[src/core/ciu_pkg.sv]
/*
 * constants, vectors and state types for the core exception unit.
 * assumes a 16-bit opcode word, 32-bit counter and 16-bit status word.
 */
package ciu_pkg;

    // status word field positions
    localparam int SR_T_BIT      = 15;
    localparam int SR_S_BIT      = 13;
    localparam int SR_MASK_LO    = 8;
    localparam int SR_MASK_HI    = 10;

    localparam logic [2:0]  LVL_NONE = 3'h0;
    localparam logic [2:0]  LVL_NMI  = 3'h7;
    localparam logic [2:0]  LINES_IDLE = 3'h7;

    // exception vector numbers
    localparam logic [7:0]  VEC_ILLEGAL   = 8'h04;
    localparam logic [7:0]  VEC_ZERO_DIV  = 8'h05;
    localparam logic [7:0]  VEC_BOUND     = 8'h06;
    localparam logic [7:0]  VEC_OVERFLOW  = 8'h07;
    localparam logic [7:0]  VEC_PRIV      = 8'h08;
    localparam logic [7:0]  VEC_LINE_A    = 8'h0A;
    localparam logic [7:0]  VEC_LINE_F    = 8'h0B;
    localparam logic [7:0]  VEC_SPURIOUS  = 8'h18;
    localparam logic [7:0]  VEC_AUTO_BASE = 8'h18;
    localparam logic [7:0]  VEC_SYSCALL_BASE = 8'h20;

    // opcode patterns
    localparam logic [15:0] OP_RSV_A      = 16'h4AFA;
    localparam logic [15:0] OP_RSV_B      = 16'h4AFB;
    localparam logic [15:0] OP_RSV_C      = 16'h4AFC;
    localparam logic [3:0]  LINE_A_PAT    = 4'hA;
    localparam logic [3:0]  LINE_F_PAT    = 4'hF;
    localparam logic [11:0] SYSCALL_HI    = 12'h4E4;
    localparam logic [3:0]  SYSCALL_SUB   = 4'h4;

    localparam logic [31:0] PC_STEP       = 32'h0000_0002;

    typedef enum logic [2:0] {
        CIU_RUN,
        CIU_ACK,
        CIU_PUSH_PC,
        CIU_PUSH_SR,
        CIU_FETCH
    } ciu_state_t;

endpackage : ciu_pkg

[src/core/ciu_exception_unit.sv]
/*
 * exception unit of the core: interrupt recognition, acknowledge cycle,
 * traps, illegal/unimplemented opcodes, privilege violations.
 * assumes the sequencer pulses i_boundary between instructions and holds
 * decoded opcode/condition inputs valid during that pulse; stack writes
 * and vector fetch complete on a one-cycle i_mem_done.
 */
// Notes on behaviour
// - seven levels, 3-bit mask, mask blocks lower-equal
// - active-low lines; all negated means idle
// - requests pend; examined only at instruction boundary
// - level not above mask: continue, stay deferred
// - accept: copy status, supervisor, no trace, mask
// - acknowledge cycle shows level on address bus
// - autovector request yields level-based vector number
// - push counter of next unexecuted instruction, status
// - level seven is nonmaskable, even mask seven
// - seven edge-detected, lower levels level-sensitive
// - lowered mask re-recognises held seven, restores seven
// - bus fault in acknowledge gives spurious vector
// - trap: copy status, supervisor, field-based vector
// - traps: system call, failed checks, zero divide
// - illegal opcodes and reserved patterns trap
// - two line patterns get own vectors
// - illegal: short frame then illegal vector
// - user-mode privileged opcode: privilege violation
// - finally load counter from vector, resume
`timescale 1ns/1ns
module ciu_exception_unit
    import ciu_pkg::*;
(
    // clock and reset
    input  wire logic        i_clk,
    input  wire logic        i_rst_b,
    // interrupt request pins
    input  wire logic [2:0]  i_priority_request_lines_n,
    // sequencer
    input  wire logic        i_boundary,
    input  wire logic [15:0] i_opcode,
    input  wire logic        i_opcode_legal,
    input  wire logic        i_opcode_privileged,
    input  wire logic        i_overflow_check_fail,
    input  wire logic        i_bound_check_fail,
    input  wire logic        i_divide_by_zero,
    input  wire logic [31:0] i_next_pc,
    input  wire logic [15:0] i_status,
    // acknowledge cycle responses
    input  wire logic        i_transfer_ack_n,
    input  wire logic        i_autovector_request_n,
    input  wire logic        i_bus_fault_n,
    input  wire logic [7:0]  i_ack_data,
    // memory side
    input  wire logic        i_mem_done,
    // outputs
    output logic             o_busy,
    output logic             o_ack_cycle,
    output logic [2:0]       o_ack_level,
    output logic             o_push_pc,
    output logic             o_push_sr,
    output logic [31:0]      o_stack_pc,
    output logic [15:0]      o_stack_sr,
    output logic             o_vector_fetch,
    output logic [7:0]       o_vector,
    output logic             o_short_frame,
    output logic [15:0]      o_status
);

    // ==========================================================
    // decode helpers
    // ==========================================================
    function automatic logic is_reserved(input logic [15:0] op);
        return op == OP_RSV_A || op == OP_RSV_B || op == OP_RSV_C;
    endfunction : is_reserved

    function automatic logic is_syscall(input logic [15:0] op);
        return op[15:4] == SYSCALL_HI;
    endfunction : is_syscall

    // the top nibble of the word names its opcode line
    function automatic logic is_line(input logic [15:0] op,
                                     input logic [3:0]  pat);
        return op[15:12] == pat;
    endfunction : is_line

    // ==========================================================
    // state
    // ==========================================================
    typedef struct packed {
        logic [2:0]  sync1;
        logic [2:0]  sync2;
        logic [2:0]  lvl_prev;
        logic        nmi_pend;
        ciu_state_t  st;
        logic [2:0]  ack_lvl;
        logic [31:0] pc;
        logic [15:0] sr_copy;
        logic [15:0] sr;
        logic [7:0]  vec;
        logic        short_frame;
    } ciu_regs_t;

    ciu_regs_t r_q;
    ciu_regs_t r_d;

    logic [2:0] req_lvl;
    logic [2:0] mask;
    logic       int_take;
    logic       exc_take;
    logic [7:0] exc_vec;

    assign req_lvl = ~r_q.sync2;
    assign mask    = i_status[SR_MASK_HI:SR_MASK_LO];

    always_comb begin
        // priority among instruction-caused exceptions
        exc_take = 1'b1;
        exc_vec  = VEC_ILLEGAL;
        if (i_opcode[15:12] == LINE_A_PAT) begin
            exc_vec = VEC_LINE_A;
        end else if (i_opcode[15:12] == LINE_F_PAT) begin
            exc_vec = VEC_LINE_F;
        end else if (is_reserved(i_opcode) || !i_opcode_legal) begin
            exc_vec = VEC_ILLEGAL;
        end else if (i_opcode_privileged && !i_status[SR_S_BIT]) begin
            exc_vec = VEC_PRIV;
        end else if (is_syscall(i_opcode)) begin
            // the low nibble alone picks one of sixteen call vectors
            exc_vec = VEC_SYSCALL_BASE + 8'(i_opcode[3:0]);
        end else if (i_overflow_check_fail) begin
            exc_vec = VEC_OVERFLOW;
        end else if (i_bound_check_fail) begin
            exc_vec = VEC_BOUND;
        end else if (i_divide_by_zero) begin
            exc_vec = VEC_ZERO_DIV;
        end else begin
            exc_take = 1'b0;
        end
    end

    // seven by latched edge or lowered mask; others by level
    assign int_take = (req_lvl == LVL_NMI)
                    ? (r_q.nmi_pend || mask != LVL_NMI)
                    : (req_lvl != LVL_NONE && req_lvl > mask);

    // ==========================================================
    // next state
    // ==========================================================
    always_comb begin
        r_d          = r_q;
        r_d.sync1    = i_priority_request_lines_n;
        r_d.sync2    = r_q.sync1;
        r_d.lvl_prev = req_lvl;
        if (req_lvl == LVL_NMI && r_q.lvl_prev != LVL_NMI) begin
            r_d.nmi_pend = 1'b1;
        end
        unique case (r_q.st)
            CIU_RUN: begin
                r_d.sr = i_status;
                if (i_boundary && (int_take || exc_take)) begin
                    r_d.sr_copy = i_status;
                    r_d.sr[SR_S_BIT] = 1'b1;
                    r_d.sr[SR_T_BIT] = 1'b0;
                    r_d.pc = i_next_pc;
                    r_d.short_frame = 1'b1;
                    if (int_take) begin
                        r_d.ack_lvl = req_lvl;
                        // an accepted seven uses up its own edge only
                        if (req_lvl == LVL_NMI) begin
                            r_d.nmi_pend = 1'b0;
                        end
                        r_d.sr[SR_MASK_HI:SR_MASK_LO] = req_lvl;
                        r_d.st = CIU_ACK;
                    end else begin
                        // trap counter points past the opcode
                        r_d.pc = i_next_pc;
                        r_d.vec = exc_vec;
                        r_d.st = CIU_PUSH_PC;
                    end
                end
            end
            CIU_ACK: begin
                if (!i_autovector_request_n) begin
                    r_d.vec = VEC_AUTO_BASE + {5'h00, r_q.ack_lvl};
                    r_d.st  = CIU_PUSH_PC;
                end else if (!i_transfer_ack_n) begin
                    r_d.vec = i_ack_data;
                    r_d.st  = CIU_PUSH_PC;
                end else if (!i_bus_fault_n) begin
                    r_d.vec = VEC_SPURIOUS;
                    r_d.st  = CIU_PUSH_PC;
                end
            end
            CIU_PUSH_PC: begin
                if (i_mem_done) begin
                    r_d.st = CIU_PUSH_SR;
                end
            end
            CIU_PUSH_SR: begin
                if (i_mem_done) begin
                    r_d.st = CIU_FETCH;
                end
            end
            CIU_FETCH: begin
                if (i_mem_done) begin
                    r_d.st = CIU_RUN;
                end
            end
        endcase
    end

    always_ff @(posedge i_clk or negedge i_rst_b) begin
        if (!i_rst_b) begin
            r_q <= '{sync1: LINES_IDLE, sync2: LINES_IDLE,
                     lvl_prev: LVL_NONE, st: CIU_RUN, default: '0};
        end else begin
            r_q <= r_d;
        end
    end

    // ==========================================================
    // outputs
    // ==========================================================
    assign o_busy         = r_q.st != CIU_RUN;
    assign o_ack_cycle    = r_q.st == CIU_ACK;
    assign o_ack_level    = r_q.ack_lvl;
    assign o_push_pc      = r_q.st == CIU_PUSH_PC;
    assign o_push_sr      = r_q.st == CIU_PUSH_SR;
    assign o_stack_pc     = r_q.pc;
    assign o_stack_sr     = r_q.sr_copy;
    assign o_vector_fetch = r_q.st == CIU_FETCH;
    assign o_vector       = r_q.vec;
    assign o_short_frame  = r_q.short_frame;
    assign o_status       = r_q.sr;
endmodule : ciu_exception_unit

[config.mk]
export PLATFORM = sky130hd
export DESIGN_NAME = ciu_exception_unit
export DESIGN_NICKNAME = d
export VERILOG_FILES = /design/src/core/ciu_pkg.sv /design/src/core/ciu_exception_unit.sv
export SDC_FILE = /design/constraint.sdc
export NUM_CORES = 1
export LEC_CHECK = 0
export ABC_CLOCK_PERIOD_IN_PS = 6900
export BUFFER_PORTS_ARGS = -buffer_cell sky130_fd_sc_hd__buf_2
export CORE_UTILIZATION = 53
export DETAILED_ROUTE_END_ITERATION = 12
export PLACE_DENSITY = 0.84
export SETUP_SLACK_MARGIN = 0.15
export SYNTH_ARGS = -nofsm -noshare
export SYNTH_HDL_FRONTEND = slang
export SYNTH_SLANG_ARGS = --single-unit
export TNS_END_PERCENT = 50
[constraint.sdc]
create_clock -name i_clk -period 6.9 [get_ports i_clk]
set_input_delay 0.69 -clock i_clk [delete_from_list [all_inputs] [get_ports i_clk]]
set_output_delay 0.69 -clock i_clk [all_outputs]
set_load 0.005 [all_outputs]
## Yosys cells after proc, flatten, opt, wreduce, memory -nomap -nowiden

Index checks and enable logic that the tools add are counted.

| storage, ports and cells | value |
|---|---|
| register bits after elaboration | 89 |
| input port bits | 87 |
| output and inout port bits | 81 |

| cells by class | value |
|---|---|
| order comparisons | 1 |
| $add $sub $neg | 2 |
| multiplexer cells | 40 |
| bitwise logic cells | 1 |
| equality and inequality tests | 19 |
| reduce and logical (&&, ||, !) cells | 19 |

Operator list:

| kind | number |
|---|---|
| $mux W56 | 1 |
| $eq A16 B15 Y1 const B | 3 |
| $mux W7 | 5 |
| $mux W8 | 4 |
| $mux W3 | 9 |
| $pmux W8 S2 | 1 |
| $mux W1 | 15 |
| $pmux W3 S5 | 1 |
| $eq A12 B11 Y1 const B | 1 |
| $ne A2 B2 Y1 const B | 5 |
| $mux W9 | 1 |
| $eq A4 B4 Y1 const B | 2 |
| $add A6 B4 Y7 const A | 1 |
| $add A5 B3 Y6 const A | 1 |
| $eq A3 B2 Y1 const B | 2 |
| $eq A3 B3 Y1 const B | 2 |
| $mux W2 | 3 |
| $ne A3 B3 Y1 const B | 2 |
| $reduce_bool A3 Y1 | 2 |
| $logic_or A1 B1 Y1 | 5 |
| $reduce_and A5 Y1 | 1 |
| $logic_and A1 B1 Y1 | 4 |
| $ne A4 B4 Y1 const B | 1 |
| $reduce_and A4 Y1 | 1 |
| other kinds (8) | 9 |

## Longest topological paths before layout

| depth | value |
|---|---|
| word-level depth | 12 |
| gate-level depth with buffers | 10 |

## Least setup slack after synthesis

OpenSTA, ideal clock, no wires.

| timing path | value |
|---|---|
| path kind | input to register |
| start point | input port i_opcode[6] |
| end point | register r_q (netlist bit o_stack_pc[19]) |
| arrival | 2554 ps |
| required time | 6775 ps |
| slack | 4221 ps |
| library setup time | 125 ps |
| buffers on the path | 2 |
| cell stages on the path | 9 |
| path through | and4b_1 > nand4_1 > o21ai_2 > or4b_4 > a21oi_4 > nand2b_4 > buf_6 > buf_12 > mux2_4 |

| on the way | value |
|---|---|
| longest elaborated chain between the ends | 10 |

RTL lines:

| element | RTL line | text |
|---|---|---|
| start: declaration | ciu_exception_unit.sv:39 | `input wire logic [15:0] i_opcode,` |
| $eq A16 B15 Y1 | ciu_exception_unit.sv:72 | `return op == OP_RSV_A \|\| op == OP_RSV_B \|\| op == OP_RSV_C;` |
| $logic_or A1 B1 Y1 (2 in series) | ciu_exception_unit.sv:72 |  |
| $logic_or A1 B1 Y1 | ciu_exception_unit.sv:122 | `end else if (is_reserved(i_opcode) \|\| !i_opcode_legal) begin` |
| $mux W1 * | ciu_exception_unit.sv:122 |  |
| $mux W1 * | ciu_exception_unit.sv:120 | `end else if (i_opcode[15:12] == LINE_F_PAT) begin` |
| $mux W1 * | ciu_exception_unit.sv:118 | `if (i_opcode[15:12] == LINE_A_PAT) begin` |
| $logic_or A1 B1 Y1 * | ciu_exception_unit.sv:159 | `if (i_boundary && (int_take \|\| exc_take)) begin` |
| $logic_and A1 B1 Y1 * | ciu_exception_unit.sv:159 |  |
| $reduce_and A2 Y1 (no source line) * | - |  |
| end signal: assignment | ciu_exception_unit.sv:213 | `r_q <= '{sync1: LINES_IDLE, sync2: LINES_IDLE,` |
| end signal: assignment | ciu_exception_unit.sv:216 | `r_q <= r_d;` |
| end: declaration | ciu_exception_unit.sv:102 | `ciu_regs_t r_q;` |

Every way passes the cells marked *; elsewhere a longest branch is shown, timed or not.
A chain may end at the register's enable or synchronous reset.

## Worst setup path after layout

| timing path | value |
|---|---|
| start point | register r_q[76] (netlist bit) |
| end point | output port o_busy |

| on the way | value |
|---|---|
| longest elaborated chain between the ends | 1 |

RTL lines:

| element | RTL line | text |
|---|---|---|
| $reduce_bool A3 Y1 | ciu_exception_unit.sv:223 | `assign o_busy = r_q.st != CIU_RUN;` |
| end: declaration | ciu_exception_unit.sv:55 | `output logic o_busy,` |

Every way passes these cells.

==> impl_metrics.env <==
export IMPL_wire_per_inst_um=14.0
export IMPL_final_setup_tns_ns=0
export IMPL_io_pins=168
export IMPL_grt_pass1_vias=3101
export IMPL_max_slew_margin_rel=0.279
export IMPL_yosys_warnings=0
export IMPL_diodes=0
export IMPL_synth_most_common_cell="dfrtp_1"
export IMPL_die_w_um=94.0
export IMPL_vias_per_cell=5.08
export IMPL_grt_use_total=0.203
export IMPL_die_h_um=94.0
export IMPL_antenna_found_initial=0
export IMPL_cts_buffers_inserted=9
export IMPL_cts_max_level=3
export IMPL_cp_max_fo=21
export IMPL_netlist_top_cells_area="dfrtp_1 (46%), buf_4 (13%), mux2_2 (10%)"
export IMPL_grt_max_degree=90
export IMPL_nNetsFinal=596
export IMPL_place_ws_ns=3.70
export IMPL_cts_root_buffer="clkbuf_8"
export IMPL_required_ns=6.21
export IMPL_hold_class="reg2reg"
export IMPL_critical_path_max_stage_delay_ns=0.86
export IMPL_setup_slack_ns=3.62
export IMPL_arrival_ns=2.59
export IMPL_dieArea_mm2=0.00883
export IMPL_yosysTopAreaCellShare=0.463
export IMPL_p_leak_nw=2.54
export IMPL_hold_viol=0
export IMPL_fin_crit_ns=3.28
export IMPL_tightest_slew_ns=1.08
export IMPL_clock_sinks=89
export IMPL_critPathSlowestCell="nor3_2"
export IMPL_wl_um=8650
export IMPL_holdBufCountCts=0
export IMPL_maxCapViolCount=0
export IMPL_yosysTopAreaCell="dfrtp_1"
export IMPL_synth_edf_count=0
export IMPL_ys_seq_area_frac=0.498
export IMPL_initial_core_util=0.546
export IMPL_maxSlewViolCount=0
export IMPL_period_share=0.476
export IMPL_cts_tree="yes"
export IMPL_synth_cell_types=51
export IMPL_cts_resized=0
export IMPL_dr_first_iter_drc_count=127
export IMPL_power_density_mw_per_mm2=423
export IMPL_max_freq_mhz=305
export IMPL_endpoint_kind="primary output"
export IMPL_synthFlopType="dfrtp_1"
export IMPL_n_fill_cell=706
export IMPL_gp_congestion=0.893
export IMPL_path_cells="nor3_2, inv_1, buf_2"
export IMPL_syn_nets=504
export IMPL_drive_gt1_frac=0.481
export IMPL_fin_skew_ns=0.00575
export IMPL_avgSynthCellArea_um2=10.8
export IMPL_async_reset_ff_frac=1.00
export IMPL_synth_seq_cells=89
export IMPL_clockBufferDepth=2
export IMPL_syn_inst=414
export IMPL_path_class="reg2out"
export IMPL_ant_nets=0
export IMPL_port_buffers=167
export IMPL_dpl_hpwl_um=6480
export IMPL_start_kind="flip-flop"
export IMPL_area_growth_pct=12.4
export IMPL_rsz0062_at_grt="no"
export IMPL_status="finished clean"
export IMPL_grt_first_pass_wirelength_um=13900
export IMPL_clk_pin_slew_worst_paths_ns=0.08
export IMPL_vdd_drop_max_uv=258
export IMPL_firstDrtPassIters=4
export IMPL_core_mm2=0.00822
export IMPL_vias=3129
export IMPL_setup_viol=0
export IMPL_cts_setup_buffers=0
export IMPL_syn_area_mm2=0.00448
export IMPL_grt_overflow=0
export IMPL_route_detailed_drc=0
export IMPL_rows=33
export IMPL_synth_common_cells="dfrtp_1 (83), buf_4 (78), nand2_1 (53), mux2_2 (41), o21ai_0 (23)"
export IMPL_clk_insertion_delay_late_ns=0.34
[power by group]
group | switching [mW] | total (mW) | internal (mW)
Clock | 0.171 | 0.386 | 0.215
Combinational | 0.411 | 0.854 | 0.444
Sequential | 0.131 | 0.892 | 0.761
Total | 0.713 | 2.13 | 1.42
[worst paths after layout]
path,start,end,slack (ns),cells after the start
setup / recovery,r_q[76]$_DFFE_PN0P_,o_busy,3.62,3
hold / removal,r_d[84]$_DFF_PN1_,r_q[84]$_DFF_PN1_,0.36,0
setup reg to reg,r_q[85]$_DFF_PN1_,o_stack_pc[21]$_DFFE_PN0P_,3.91,8
hold reg to reg,r_d[84]$_DFF_PN1_,r_q[84]$_DFF_PN1_,0.36,0
max in group asynchronous,i_rst_b,o_vector[2]$_DFFE_PN0P_,5.68,1
min in group asynchronous,i_rst_b,o_stack_sr[5]$_DFFE_PN0P_,0.54,1
[cell usage in the layout (no fill, tap or decap), drive strengths merged, types with 2 or more instances in the layout]
master	netlist	layout
a2111oi	2	2
a21oi	16	16
a31oi	5	5
and2	2	2
and3	2	2
and4b	3	3
buf	80	167
bufinv	0	2
clkbuf	6	12
dfrtp	83	83
dfstp	6	6
ha	3	3
inv	17	17
mux2	48	48
mux2i	2	2
nand2	53	53
nand2b	4	4
nand3	7	7
nor2	18	18
nor2b	4	4
nor3	4	4
nor4b	2	2
o21ai	24	24
o31ai	2	2
or3	2	2
[logic make-up (layout without fill, tap and decap cells)]
logic type	after synthesis	in the layout	share of synthesized area
buffers and inverters	103	200	0.157
adders and majority gates	4	4	0.0106
and+or+nand+nor	107	107	0.118
DFF	89	89	0.498
AOI/OAI and AO/OA	60	60	0.0829
xor gates and xnor gates	1	1	0.00195
muxes	50	50	0.131
[final cells by class]
class                           count  area (µm²)  area share
Inverter                           17        63.8      0.0127
Timing Repair Buffer              167         838       0.166
Multi-Input combinational cell    222        1550       0.308
Clock buffer                       12         145      0.0288
Tap cell                          105         131      0.0261
Clock inverter                      4        76.3      0.0151
Sequential cell                    89        2230       0.443
[per-stage QoR]
step	area, µm²	util	std cells	total power [mW]	hold slack (ns)
global placement	4820	0.586	600	1.72	0.346
detailed placement	4820	0.586	600	1.77	0.347
CTS	5040	0.613	616	2.16	0.360
floorplan	4480	-	414	1.70	0.345
global route	5040	0.613	616	2.30	0.363
finish	5040	0.613	616	2.13	0.359
[critical path: cells and delay by family (launching register included)]
family / cells / cell delay (ns)
buffers and inverters: 2 / 0.89
flip-flops: 1 / 0.50
AND/OR/NAND/NOR: 1 / 0.86
[state kept, by name, indices dropped and copies added, names as in the netlist]
signal and cells:
o_vector 8, o_stack_pc 32, o_stack_sr 16, o_ack_level 3, o_short_frame 1, r_d 3
o_status 16, r_q 10
[per-layer routing]
metal | track usage | up-vias | wire length, µm
li1 | - | 1509 | -
met1 | 0.249 | 1484 | 3640
met2 | 0.353 | 119 | 4340
met3 | 0.0461 | 17 | 506
met4 | 0.0641 | 0 | 164
met5 | 0 | - | 0
Note: power is estimated with default switching activity, not from simulation.
